## config.mk

```make
export PLATFORM = sky130hd
export DESIGN_NAME = dtid_decoder
export DESIGN_NICKNAME = d
export VERILOG_FILES = /design/src/rtl/dtid_pkg.sv /design/src/rtl/dtid_decoder.sv /design/src/rtl/dtid_regfile.sv
export VERILOG_INCLUDE_DIRS = /design/src /design/src/rtl
export SDC_FILE = /design/constraint.sdc
export NUM_CORES = 2
export LEC_CHECK = 0
export ABC_CLOCK_PERIOD_IN_PS = 7000
export BUFFER_PORTS_ARGS = -buffer_cell sky130_fd_sc_hd__buf_2
export CAP_MARGIN = 15
export CELL_PAD_IN_SITES_DETAIL_PLACEMENT = 1
export CELL_PAD_IN_SITES_GLOBAL_PLACEMENT = 2
export CORE_ASPECT_RATIO = 1.75
export CORE_MARGIN = 10
export CORE_UTILIZATION = 40
export DETAILED_ROUTE_END_ITERATION = 6
export PLACE_DENSITY_LB_ADDON = 0.1
export SYNTH_ARGS = -nofsm -noshare
export SYNTH_HDL_FRONTEND = slang
export SYNTH_SLANG_ARGS = --single-unit
```

## constraint.sdc

```tcl
create_clock -name sys_clk_i -period 7 [get_ports sys_clk_i]
set_input_delay 0.7 -clock sys_clk_i [delete_from_list [all_inputs] [get_ports sys_clk_i]]
set_output_delay 0.7 -clock sys_clk_i [all_outputs]
set_load 0.005 [all_outputs]
```

## src/rtl/dtid_params.svh

```systemverilog
// constants for the data-transfer instruction decoder
`ifndef DTID_PARAMS_SVH
`define DTID_PARAMS_SVH
// ****************************************************************
// instruction fields
// ****************************************************************
`define DTID_OP_HI      15
`define DTID_OP_LO      12
`define DTID_RN_HI      11
`define DTID_RN_LO      8
`define DTID_RM_HI      7
`define DTID_RM_LO      4
`define DTID_SUB_HI     3
`define DTID_SUB_LO     0
// ****************************************************************
// opcode nibbles and sub-codes
// ****************************************************************
`define DTID_OP_IMM     4'he
`define DTID_OP_PCW     4'h9
`define DTID_OP_PCL     4'hd
`define DTID_OP_STORE   4'h2
`define DTID_OP_LOAD    4'h6
`define DTID_SUB_RR     4'h3
`define DTID_SUB_PREDEC 2'h1
`define DTID_SUB_IND    2'h0
// ****************************************************************
// reset values and timing
// ****************************************************************
`define DTID_RST_WORD   32'h0000_0000
`define DTID_RST_PC     32'h0000_0000
`define DTID_MIN_CYCLES 1
`define DTID_TBIT       0
`endif

```

## src/rtl/dtid_pkg.sv

```systemverilog
// types shared by the data-transfer instruction decoder
package dtid_pkg;
	typedef enum logic [1:0] {
		dtid_sz_byte,
		dtid_sz_word,
		dtid_sz_long
	} dtid_size_t;

	typedef enum logic [2:0] {
		dtid_k_none,
		dtid_k_imm,
		dtid_k_pcrel,
		dtid_k_rr,
		dtid_k_store,
		dtid_k_predec,
		dtid_k_load
	} dtid_kind_t;

	typedef enum logic [1:0] {
		dtid_st_idle,
		dtid_st_mem,
		dtid_st_stall
	} dtid_state_t;
endpackage

```

## src/rtl/dtid_decoder.sv

```systemverilog
// data-transfer instruction decoder and executor
`timescale 1ns/100ps
`default_nettype none
`include "dtid_params.svh"
module dtid_decoder (
	// clock and reset
	input  wire logic        sys_clk_i,
	input  wire logic        reset_n_i,
	// instruction from fetch stage
	input  wire logic        insn_valid_i,
	input  wire logic [15:0] insn_i,
	input  wire logic [31:0] program_counter_i,
	input  wire logic        fetch_busy_i,
	output logic             insn_ready_o,
	// data memory port
	output logic             mem_req_o,
	output logic             mem_we_o,
	output logic [1:0]       mem_size_o,
	output logic [31:0]      mem_addr_o,
	output logic [31:0]      mem_wdata_o,
	input  wire logic        mem_ack_i,
	input  wire logic [31:0] mem_rdata_i,
	// status word and observation
	input  wire logic [31:0] status_word_i,
	output logic [31:0]      status_word_o,
	output logic             retire_o,
	output logic             illegal_o
);
	// ****************************************************************
	// decode helpers
	// ****************************************************************
	// size field of the low nibble, used for several opcode rows
	function automatic dtid_pkg::dtid_size_t size_of(input logic [1:0] s);
		unique case (s)
			2'h0:    size_of = dtid_pkg::dtid_sz_byte;
			2'h1:    size_of = dtid_pkg::dtid_sz_word;
			default: size_of = dtid_pkg::dtid_sz_long;
		endcase
	endfunction

	// byte step for the size: 1, 2 or 4
	function automatic logic [31:0] step_of(input dtid_pkg::dtid_size_t z);
		unique case (z)
			dtid_pkg::dtid_sz_byte: step_of = 32'h0000_0001;
			dtid_pkg::dtid_sz_word: step_of = 32'h0000_0002;
			default:                step_of = 32'h0000_0004;
		endcase
	endfunction

	// sign-extend loaded data to the register width
	function automatic logic [31:0] ext_of(input dtid_pkg::dtid_size_t z,
	                                       input logic [31:0] d);
		unique case (z)
			dtid_pkg::dtid_sz_byte: ext_of = {{24{d[7]}}, d[7:0]};
			dtid_pkg::dtid_sz_word: ext_of = {{16{d[15]}}, d[15:0]};
			default:                ext_of = d;
		endcase
	endfunction

	// ****************************************************************
	// state
	// ****************************************************************
	dtid_pkg::dtid_state_t state_reg, state_next;
	dtid_pkg::dtid_kind_t  kind_reg, kind_next;
	dtid_pkg::dtid_size_t  size_reg, size_next;
	logic [3:0]  dst_reg, dst_next;
	logic [31:0] addr_reg, addr_next;
	logic        ld_pend_reg, ld_pend_next;
	logic [3:0]  ld_dst_reg, ld_dst_next;
	logic [15:0] held_reg, held_next;
	logic [31:0] pc_reg, pc_next;

	logic        rdy_next;
	logic        req_next;
	logic        we_next;
	logic [31:0] wdata_next;
	logic        retire_next;
	logic        illegal_next;

	// decoded fields of the incoming instruction
	logic [3:0]  op_w;
	logic [3:0]  rn_w;
	logic [3:0]  rm_w;
	logic [3:0]  sub_w;
	logic [7:0]  imm_w;
	dtid_pkg::dtid_kind_t dec_kind;
	dtid_pkg::dtid_size_t dec_size;
	logic        dec_reads_rn;
	logic        dec_reads_rm;

	// register file ports
	logic [31:0] rd_a_w;
	logic [31:0] rd_b_w;
	logic        wr0_en;
	logic [3:0]  wr0_idx;
	logic [31:0] wr0_data;
	logic        wr1_en;
	logic [3:0]  wr1_idx;
	logic [31:0] wr1_data;

	assign op_w  = held_reg[`DTID_OP_HI:`DTID_OP_LO];
	assign rn_w  = held_reg[`DTID_RN_HI:`DTID_RN_LO];
	assign rm_w  = held_reg[`DTID_RM_HI:`DTID_RM_LO];
	assign sub_w = held_reg[`DTID_SUB_HI:`DTID_SUB_LO];
	assign imm_w = held_reg[7:0];

	// classify the held instruction
	always_comb begin
		dec_kind     = dtid_pkg::dtid_k_none;
		dec_size     = dtid_pkg::dtid_sz_long;
		dec_reads_rn = 1'b0;
		dec_reads_rm = 1'b0;
		unique case (op_w)
			`DTID_OP_IMM: dec_kind = dtid_pkg::dtid_k_imm;
			`DTID_OP_PCW: begin
				dec_kind = dtid_pkg::dtid_k_pcrel;
				dec_size = dtid_pkg::dtid_sz_word;
			end
			`DTID_OP_PCL: dec_kind = dtid_pkg::dtid_k_pcrel;
			`DTID_OP_STORE: begin
				dec_size     = size_of(sub_w[1:0]);
				dec_reads_rn = 1'b1;
				dec_reads_rm = 1'b1;
				if (sub_w[3:2] == `DTID_SUB_PREDEC && sub_w[1:0] != 2'h3) begin
					dec_kind = dtid_pkg::dtid_k_predec;
				end else if (sub_w[3:2] == `DTID_SUB_IND && sub_w[1:0] != 2'h3) begin
					dec_kind = dtid_pkg::dtid_k_store;
				end
			end
			`DTID_OP_LOAD: begin
				dec_size     = size_of(sub_w[1:0]);
				dec_reads_rm = 1'b1;
				if (sub_w == `DTID_SUB_RR) begin
					dec_kind = dtid_pkg::dtid_k_rr;
				end else if (sub_w[3:2] == `DTID_SUB_IND && sub_w[1:0] != 2'h3) begin
					dec_kind = dtid_pkg::dtid_k_load;
				end
			end
			default: dec_kind = dtid_pkg::dtid_k_none;
		endcase
	end

	dtid_regfile u_regfile (
		.sys_clk_i   (sys_clk_i),
		.reset_n_i   (reset_n_i),
		.rd_a_idx_i  (held_next[`DTID_RN_HI:`DTID_RN_LO]),
		.rd_b_idx_i  (held_next[`DTID_RM_HI:`DTID_RM_LO]),
		.rd_a_data_o (rd_a_w),
		.rd_b_data_o (rd_b_w),
		.wr0_en_i    (wr0_en),
		.wr0_idx_i   (wr0_idx),
		.wr0_data_i  (wr0_data),
		.wr1_en_i    (wr1_en),
		.wr1_idx_i   (wr1_idx),
		.wr1_data_i  (wr1_data)
	);

	// ****************************************************************
	// sequencer
	// ****************************************************************
	// idle: take insn (operands read one cycle later, from regfile regs);
	// stall: held insn executes; mem: wait for the data access ack
	always_comb begin
		state_next   = state_reg;
		kind_next    = kind_reg;
		size_next    = size_reg;
		dst_next     = dst_reg;
		addr_next    = addr_reg;
		ld_pend_next = 1'b0;
		ld_dst_next  = ld_dst_reg;
		held_next    = held_reg;
		pc_next      = pc_reg;
		rdy_next     = 1'b0;
		req_next     = mem_req_o;
		we_next      = mem_we_o;
		wdata_next   = mem_wdata_o;
		retire_next  = 1'b0;
		illegal_next = 1'b0;
		wr0_en       = 1'b0;
		wr0_idx      = rn_w;
		wr0_data     = 32'h0000_0000;
		wr1_en       = 1'b0;
		wr1_idx      = dst_reg;
		wr1_data     = ext_of(size_reg, mem_rdata_i);
		unique case (state_reg)
			dtid_pkg::dtid_st_idle: begin
				rdy_next = 1'b1;
				ld_pend_next = ld_pend_reg;
				if (insn_valid_i && insn_ready_o) begin
					held_next  = insn_i;
					pc_next    = program_counter_i;
					rdy_next   = 1'b0;
					state_next = dtid_pkg::dtid_st_stall;
				end
			end
			dtid_pkg::dtid_st_stall: begin
				kind_next = dec_kind;
				size_next = dec_size;
				dst_next  = rn_w;
				if (ld_pend_reg && ((dec_reads_rn && ld_dst_reg == rn_w)
				    || (dec_reads_rm && ld_dst_reg == rm_w))) begin
					// a source is the last load's target: stay in stall one more cycle and read again
					state_next = dtid_pkg::dtid_st_idle;
					rdy_next   = 1'b0;
				end else begin
					unique case (dec_kind)
						dtid_pkg::dtid_k_imm: begin
							wr0_en   = 1'b1;
							wr0_data = {{24{imm_w[7]}}, imm_w};
						end
						dtid_pkg::dtid_k_rr: begin
							wr0_en   = 1'b1;
							wr0_data = rd_b_w;
						end
						dtid_pkg::dtid_k_pcrel: begin
							addr_next = pc_reg + (step_of(dec_size)
							            * {24'h000000, imm_w});
							we_next   = 1'b0;
						end
						dtid_pkg::dtid_k_load: begin
							addr_next = rd_b_w;
							we_next   = 1'b0;
						end
						dtid_pkg::dtid_k_store: begin
							addr_next  = rd_a_w;
							we_next    = 1'b1;
							wdata_next = rd_b_w;
						end
						dtid_pkg::dtid_k_predec: begin
							addr_next  = rd_a_w - step_of(dec_size);
							wr0_en     = 1'b1;
							wr0_data   = rd_a_w - step_of(dec_size);
							we_next    = 1'b1;
							wdata_next = rd_b_w;
						end
						default: illegal_next = 1'b1;
					endcase
					if (dec_kind == dtid_pkg::dtid_k_none ||
					    dec_kind == dtid_pkg::dtid_k_imm ||
					    dec_kind == dtid_pkg::dtid_k_rr) begin
						retire_next = !illegal_next;
						rdy_next    = 1'b1;
						state_next  = dtid_pkg::dtid_st_idle;
					end else begin
						state_next = dtid_pkg::dtid_st_mem;
					end
				end
			end
			dtid_pkg::dtid_st_mem: begin
				// data access yields the bus to a running fetch
				req_next = !fetch_busy_i || mem_req_o;
				if (mem_req_o && mem_ack_i) begin
					req_next    = 1'b0;
					retire_next = 1'b1;
					rdy_next    = 1'b1;
					state_next  = dtid_pkg::dtid_st_idle;
					if (!mem_we_o) begin
						wr1_en       = 1'b1;
						ld_pend_next = 1'b1;
						ld_dst_next  = dst_reg;
					end
				end
			end
			default: state_next = dtid_pkg::dtid_st_idle;
		endcase
		// a hazard retry stays in stall holding the same instruction
		if (state_reg == dtid_pkg::dtid_st_stall && state_next ==
		    dtid_pkg::dtid_st_idle && !retire_next && !illegal_next) begin
			state_next   = dtid_pkg::dtid_st_stall;
			ld_pend_next = 1'b0;
		end
	end

	// sequencer registers
	always_ff @(posedge sys_clk_i) begin
		if (!reset_n_i) begin
			state_reg     <= dtid_pkg::dtid_st_idle;
			kind_reg      <= dtid_pkg::dtid_k_none;
			size_reg      <= dtid_pkg::dtid_sz_long;
			dst_reg       <= 4'h0;
			addr_reg      <= `DTID_RST_WORD;
			ld_pend_reg   <= 1'b0;
			ld_dst_reg    <= 4'h0;
			held_reg      <= 16'h0000;
			pc_reg        <= `DTID_RST_PC;
			insn_ready_o  <= 1'b0;
			mem_req_o     <= 1'b0;
			mem_we_o      <= 1'b0;
			mem_wdata_o   <= `DTID_RST_WORD;
			retire_o      <= 1'b0;
			illegal_o     <= 1'b0;
		end else begin
			state_reg     <= state_next;
			kind_reg      <= kind_next;
			size_reg      <= size_next;
			dst_reg       <= dst_next;
			addr_reg      <= addr_next;
			ld_pend_reg   <= ld_pend_next;
			ld_dst_reg    <= ld_dst_next;
			held_reg      <= held_next;
			pc_reg        <= pc_next;
			insn_ready_o  <= rdy_next;
			mem_req_o     <= req_next;
			mem_we_o      <= we_next;
			mem_wdata_o   <= wdata_next;
			retire_o      <= retire_next;
			illegal_o     <= illegal_next;
		end
	end

	// ****************************************************************
	// memory port and status word
	// ****************************************************************
	// address and size come straight from registers
	always_ff @(posedge sys_clk_i) begin
		if (!reset_n_i) begin
			mem_addr_o    <= `DTID_RST_WORD;
			mem_size_o    <= 2'h2;
			status_word_o <= `DTID_RST_WORD;
		end else begin
			mem_addr_o    <= addr_next;
			mem_size_o    <= size_next;
			status_word_o <= status_word_i;
		end
	end
endmodule
`default_nettype wire

```

## src/rtl/dtid_regfile.sv

```systemverilog
// sixteen general registers with two registered read ports
`timescale 1ns/100ps
`default_nettype none
`include "dtid_params.svh"
module dtid_regfile (
	// clock and reset
	input  wire logic        sys_clk_i,
	input  wire logic        reset_n_i,
	// read ports
	input  wire logic [3:0]  rd_a_idx_i,
	input  wire logic [3:0]  rd_b_idx_i,
	output logic      [31:0] rd_a_data_o,
	output logic      [31:0] rd_b_data_o,
	// write ports, port 1 wins on equal index
	input  wire logic        wr0_en_i,
	input  wire logic [3:0]  wr0_idx_i,
	input  wire logic [31:0] wr0_data_i,
	input  wire logic        wr1_en_i,
	input  wire logic [3:0]  wr1_idx_i,
	input  wire logic [31:0] wr1_data_i
);
	logic [31:0] word_reg  [16];
	logic [31:0] word_next [16];
	logic [31:0] rd_a_next;
	logic [31:0] rd_b_next;

	// next values: direct four-bit index, 0000 is r0, 1111 is r15
	always_comb begin
		for (int i = 0; i < 16; i++) begin
			word_next[i] = word_reg[i];
		end
		if (wr0_en_i) begin
			word_next[wr0_idx_i] = wr0_data_i;
		end
		if (wr1_en_i) begin
			word_next[wr1_idx_i] = wr1_data_i;
		end
		rd_a_next = word_reg[rd_a_idx_i];
		rd_b_next = word_reg[rd_b_idx_i];
	end

	// storage and registered read data
	always_ff @(posedge sys_clk_i) begin
		if (!reset_n_i) begin
			for (int i = 0; i < 16; i++) begin
				word_reg[i] <= `DTID_RST_WORD;
			end
			rd_a_data_o <= `DTID_RST_WORD;
			rd_b_data_o <= `DTID_RST_WORD;
		end else begin
			for (int i = 0; i < 16; i++) begin
				word_reg[i] <= word_next[i];
			end
			rd_a_data_o <= rd_a_next;
			rd_b_data_o <= rd_b_next;
		end
	end
endmodule
`default_nettype wire

```

Word-level counts from Yosys, hierarchy flattened --
Memories as Yosys holds them, arrays and structs flattened. A register that Yosys moved wholly into a read port is not among the register bits. Cells that the tools add are included.
Storage, ports and cells: register bits after elaboration 162, RAM bits 512, input bits 117, output and inout bits 103, logic and storage cells 187, memories kept 1
Memory list:
- u_regfile.word_reg | depth 16, width 32, rd ports 18, clocked after memory_dff 2, wr ports 16, RTL line dtid_regfile.sv:22 | logic [31:0] word_reg [16];
Operators by class: add/subtract/negate cells 2, multipliers 1, order comparisons 4, eq/ne operators 21, muxes and demuxes 77, bitwise operators 21, reductions and logical operators 43
Operators with widths (number):
- bitwise mux 512 bit | 2
- two-way mux 512 bit | 2
- two-way mux 32 bit | 26
- demux 32 bit (select 4 bit) | 2
- one-hot mux 32 bit (4 select lines) | 1
- one-hot mux 32 bit (3 select lines) | 1
- one-hot mux 32 bit (2 select lines) | 1
- adder 32 bit | 1
- multiplier 32 x 8 -> 32 bit | 1
- subtractor 32 bit | 1
- two-way mux 1 bit | 24
- two-way mux 12 bit | 2
- OR 1 bit | 16
- == test 4 bit (second input constant) | 3
- logical AND 1 bit | 12
- logical NOT 2 bit | 6
- two-way mux 3 bit | 4
- one-hot mux 3 bit (4 select lines) | 1
- AND reduction 3 bit | 4
- == test 2 x 1 -> 1 bit (second input constant) | 5
- >= comparator 5 bit (second input constant) | 2
- less-than comparator 5 x 1 -> 1 bit (second input constant) | 2
- NOT 4 -> 5 bit | 2
- OR reduction 2 bit | 5
- other kinds (23) | 43

Longest topological paths before layout --
word-level depth 18, gate-level depth with buffers 21, depth with buffers taken out 21

By module --
A second synthesis with hierarchy kept.
Second synthesis, totals: cell total of the unflattened synthesis 5388, area, all modules 41657.5 µm²
By module, submodules not included:
- dtid_regfile | times used 1, cells each 4082, area each 31731.7 µm², sequential area each 11531.1 µm²
- dtid_decoder | times used 1, cells each 1306, area each 9925.8 µm², sequential area each 3243.1 µm²

Least setup slack after synthesis --
OpenSTA, ideal clock, no wires.
path kind reg-to-reg, from register held_reg[13], to register mem_addr_o[29], library setup time 0.128 ns, data arrival time 5.236 ns, required time 6.872 ns, setup slack 1.636 ns, cell stages (with the launch flop) 19, path buffers 0, period minus slack after synthesis 5.364 ns, path through dfxtp_1 -> or3b_1 -> nor2_1 -> nor2_1 -> nor2_1 -> nand2_1 -> fa_1 -> inv_1 -> ha_1 -> fa_1 -> fa_1 -> ha_1 -> a21o_1 -> a221o_1 -> a311oi_2 -> nand4b_1 -> xnor2_1 -> a2111oi_0 -> nor2_1
Between the ends: longest elaborated chain between the ends 11, elaborated cells between the ends (all ways) 35, those cells by class add/sub (2); mul (1); eq/ne (10); mux (12); bitwise (1); reduce/logical (9)
Ends and longest elaborated chain:
- start: declaration | RTL line dtid_decoder.sv:70 | logic [15:0] held_reg, held_next;
- start signal: assignment | RTL line dtid_decoder.sv:300 | held_reg <= held_next;
- == test 4 x 3 -> 1 bit / == test 4 x 2 -> 1 bit (equally long branches) | RTL line dtid_decoder.sv:113 | unique case (op_w)
- OR reduction 2 bit (no source line)
- one-hot mux 2 bit (2 select lines) | RTL line dtid_decoder.sv:113
- == test 2 x 1 -> 1 bit / logical NOT 2 bit (equally long branches) | RTL line dtid_decoder.sv:43 | unique case (z)
- one-hot mux 3 bit (2 select lines) | RTL line dtid_decoder.sv:43
- two-way mux 32 bit | RTL line dtid_decoder.sv:206 | unique case (dec_kind)
- two-way mux 32 bit | RTL line dtid_decoder.sv:200 | if (ld_pend_reg && ((dec_reads_rn && ld_dst_reg == rn_w)
- two-way mux 32 bit | RTL line dtid_decoder.sv:185 | unique case (state_reg)
- multiplier 32 x 8 -> 32 bit | RTL line dtid_decoder.sv:217 | * {24'h000000, imm_w});
- adder 32 bit | RTL line dtid_decoder.sv:216 | addr_next = pc_reg + (step_of(dec_size)
- one-hot mux 32 bit (4 select lines) | RTL line dtid_decoder.sv:206
- end signal: assignment | RTL line dtid_decoder.sv:317 | mem_addr_o <= `DTID_RST_WORD;
- end signal: assignment | RTL line dtid_decoder.sv:321 | mem_addr_o <= addr_next;
- end: declaration | RTL line dtid_decoder.sv:19 | output logic [31:0] mem_addr_o,
Parallel ways exist; a longest one is shown, timed or not. The select of a mux whose other input is x is not followed. A chain may end at the register's enable or synchronous reset.

Worst setup path in the final report --
Ends and elaborated chain as after synthesis.

==> results summary <==
The post-route total power is approximately 9.8 mW. The share of the synthesized area in compound gates (AO/OA/AOI/OAI) came out at about a fifth. The layout cell share with drive strength beyond 1 is 20.6%. Summing every instance area after synthesis gives 39800 µm².

The run finished with clean final reports. The logic gate share of total power came out at about 9.9%. The critical path's largest stage delay came out at 0.51 ns. The slowest library cell on the worst path is fa_1. The synthesized flop and latch total came out at roughly 740. In this run the static leakage power is 17.3 nW.

The cell count of the worst hold path is 2. The half-perimeter wire length after placement came out at approximately 130000 µm. Subtracting the final worst setup slack from the clock period gives between 5 and 6 ns. In the layout the commonest cells are nor2_1, dfxtp_1, nand2_1. The final global-route overflow total came out at 0. The met3 wire length came out at ~16000 µm.

The worst hold slack is about 0.22 ns. The average footprint of a synthesized cell is slightly above 9 µm². The clock network power share came out at 46.6%. The floorplan die area is ~110000 µm². The max-capacitance violation count is 0. The standard cell area after detailed placement is around 42000 µm². In this run, the number of DRC markers left after iteration 0 of detailed routing was roughly 4000. The total via count after detailed routing is approximately 38000.

Of the available clock period, the critical path in the final layout requires around four fifths. The detailed route wirelength on metal2 came out at roughly 97000 µm. Counting stages on the worst path, the most repeated cell is nor2_1. Of the total synthesized cell area, the portion taken by full adders, half adders and majority gates is under 10%. Among cell families on the critical path, the largest total delay comes from adder cells. For the final routed database, the setup TNS stands at 0 ns. The tightest slew margin relative to the limit is roughly 16%. The synthesized netlist contains between 80 and 90 unique library cells. The number of placement rows came out at roughly 150. The mean routed wirelength per cell came out at approximately 36 µm. The number of optimization iterations in the first detailed-route pass is 5.

At the end of routability-driven placement, the weighted congestion stood at approximately 0.9. The leading cell type in the layout, fill and taps excluded is nor2_1. The final instance area came out at roughly 45000 µm². Gates resized during post-CTS repair numbered 0. The placed cell count came out at 5478.

The type of the setup path with the least slack is reg2reg. The total of buffers placed on input and output ports came out at roughly 220. After detailed routing, the total wire length is around 200000 µm. The residual antenna-violating net count after detailed routing is 0. The area inside the core boundary is 99200 µm². Hold repair after CTS inserted 0 buffers. By area, the combinational part of the netlist is dominated by compound AO/OA/AOI/OAI gates.

The power density over cell area is 219 nW/µm². The count of final hold-check violations was 0. In this run the number of H-tree levels came out at 3.

The number of flops mapped to enable cells by yosys is 0. Post-CTS timing repair inserted 0 buffers for setup. The net load switching power came out at approximately 2.6 mW. The worst setup skew after layout is ~0.027 ns. Setup repair after global routing left no endpoint under its margin. The detailed-route vias per instance came out at 6.78. Of the total synthesized cell area, the portion taken by AND, OR, NAND and NOR gates is about 15%. Compared with the post-synthesis result, the final layout area differs by 12.3%. In this run the clock root is driven by a clkbuf_16.

The number of ports placed on the die boundary is 220. Counting both buffers and inverters, the worst setup path holds a total of 4. The worst-case reg-to-reg path depth came out at 21.

The number of nets in the synthesized netlist is around 4400. The vertical die dimension is around 440 µm. Walking the worst path, the cells encountered are or3b_1, nor2_1, nor2_1, buf_4, nor2_1, buf_4, nand2_1, fa_1, inv_1, ha_1, fa_1, fa_1, ha_1, a21o_1, a221o_1, a311oi_2, buf_4, nand4b_1, xnor2_1, a2111oi_0, nor2_1. The number of clock buffers added by TritonCTS is 74. The initial core utilization is between 40% and 50%. The cell count after synthesis came out at ~4300.

The residual DRC count is 0. At the worst endpoint, the required time is 7.56 ns. The critical path capture point type is a flip-flop. The register with the most flip-flops in the layout has 512 of them. The via count of the first global-routing pass came out at 38861. The insertion delay to the later sink of the worst-skew pair came out at around 0.69 ns. The signal arrival time at the worst endpoint came out at ~6.2 ns. The die boundary width is between 200 and 300 µm. Excluding fillers, the count of instances in the completed layout stands at between 5000 and 6000. The internal power component came out at about 7.2 mW. The highest metal layer with signal wires is met4. VDD sags by at most around 0.20 mV. Of the total power, the share spent switching nets is about a quarter.

The highest net fanout along the worst path is 10. Sequential cells burn 43.5% of the power. The number of failing setup endpoints in the final timing report is 0. At the end of the flow, the number of nets in the layout was roughly 4400. The sequential area share after synthesis is between 30% and 40%. The slew at the pin closest to its max-slew limit came out at 1.25 ns. The class of the most critical hold timing path is in2reg. After detailed routing, the wire length on met1 is ~73000 µm. The clock transition time at the flip-flop clock pins of the worst setup and hold paths is approximately 0.070 ns. The overall track demand over capacity in global routing is a little over a third. The final critical-path setup slack came out at 1.34 ns. After synthesis, the share of flip-flops with an asynchronous set or reset is 0%.

The count of clock tree sinks is 738. The yosys synthesis warning count is 0. The pin count of the biggest net entering global routing came out at between 100 and 150.

Once layout is complete, the utilization of the core stands at 45.1%. The number of gates on the worst path with buffers counted came out at 21. After Yosys synthesis, XOR and XNOR cells account for 1.06% of the synthesized area.

The max-slew violation count is 0. The most used flip-flop cell after synthesis is dfxtp_1. Counting along the longest clock path gives a buffer depth of 3. The number of antenna violations at the first check in global routing was 4. The first global-routing pass estimated around 280000 µm of wire.

STA classifies the critical path startpoint as a flip-flop. The pre-CTS setup slack came out at roughly 1.4 ns. The CTS tree is done. The fraction of synthesized area in multiplexers is about a fifth. Derived from the worst setup path, the maximum achievable clock frequency is 0.177 GHz.
power groups by stage:
stage | registers (mW) | clock network, mW | logic (mW)
after floorplan | 4.34 | 0 | 0.581
after CTS | 4.26 | 4.61 | 0.956
after global placement | 4.36 | 0 | 0.950
after global routing | 4.26 | 4.77 | 1.00
final | 4.26 | 4.56 | 0.969
after detailed placement | 4.36 | 0 | 0.953
worst register-to-register path: cells and delay by family, from the launching register on:
kind            cells  cell delay, ns
compound gates      4            1.26
fa+ha+maj           5            2.10
flops               1            0.41
simple gates        7            1.08
xor+xnor            1            0.08
buf+inv             4            0.61
synthesized netlist by cell type (6+ instances only):
library cell	number	area (µm²)
buf_1	43	161
o31a_1	6	52.6
clkbuf_1	314	1180
or3_1	12	75.1
a221oi_1	18	158
xnor2_1	25	219
nor3_1	15	75.1
a221o_1	6	60.1
a21boi_0	52	390
nand2b_1	10	62.6
and3_1	11	68.8
a21oi_1	86	430
ha_1	44	551
a221o_2	6	67.6
buf_4	28	210
or4_1	20	150
o211ai_1	12	90.1
and2_1	55	344
a41oi_1	33	289
nand2_1	340	1280
nor4_4	11	234
o32ai_2	30	488
nor4_1	14	87.6
nand3_1	26	130
xor2_1	23	201
buf_2	63	315
o21ai_0	229	1150
mux4_2	256	5770
fa_1	16	320
dfxtp_1	738	14800
nor2_1	770	2890
a31oi_1	9	56.3
o31ai_1	29	218
o22ai_1	261	1630
inv_1	41	154
o32ai_1	261	2290
nor4_2	6	75.1
a211oi_1	8	60.1
mux2i_1	185	1850
o21ai_2	6	52.6
or2_2	10	62.6
nor2b_1	52	325
kinds of logic after synthesis:
logic type | Yosys count
AND/OR/NAND/NOR | 1382
AO/OA/AOI/OAI | 1097
adder cells (fa/ha/maj) | 60
multiplexers | 445
XOR/XNOR | 48
other | 2
buffers and inverters | 493
flip-flops | 738
metal layers:
layer  global-route usage (%)  vias to the layer above
met4                     25.0                        0
met3                     6.56                      683
met1                     39.4                    19481
met5                        0                        -
met2                     57.8                     2059
li1                         -                    15815
worst paths after layout:
kind	startpoint	endpoint	slack (ns)
setup / recovery	held_reg[13]	mem_addr_o[29]	1.34
hold / removal	status_word_i[31]	status_word_o[31]	0.22
setup reg to reg	held_reg[13]	mem_addr_o[29]	1.34
hold reg to reg	mem_addr_o[16]	mem_addr_o[16]	0.47
area by class of cell:
type                            instances  area (µm²)
Fill cell                           11274       54400
Multi-Input combinational cell       3034       23300
Sequential cell                       738       14800
Clock buffer                          103        2170
Timing Repair Buffer                  348        2160
Tap cell                             1317        1650
Clock inverter                         31         515
Inverter                               41         154
Antenna cell                            2        5.00
No activity file was read; power rests on OpenSTA's default activity.
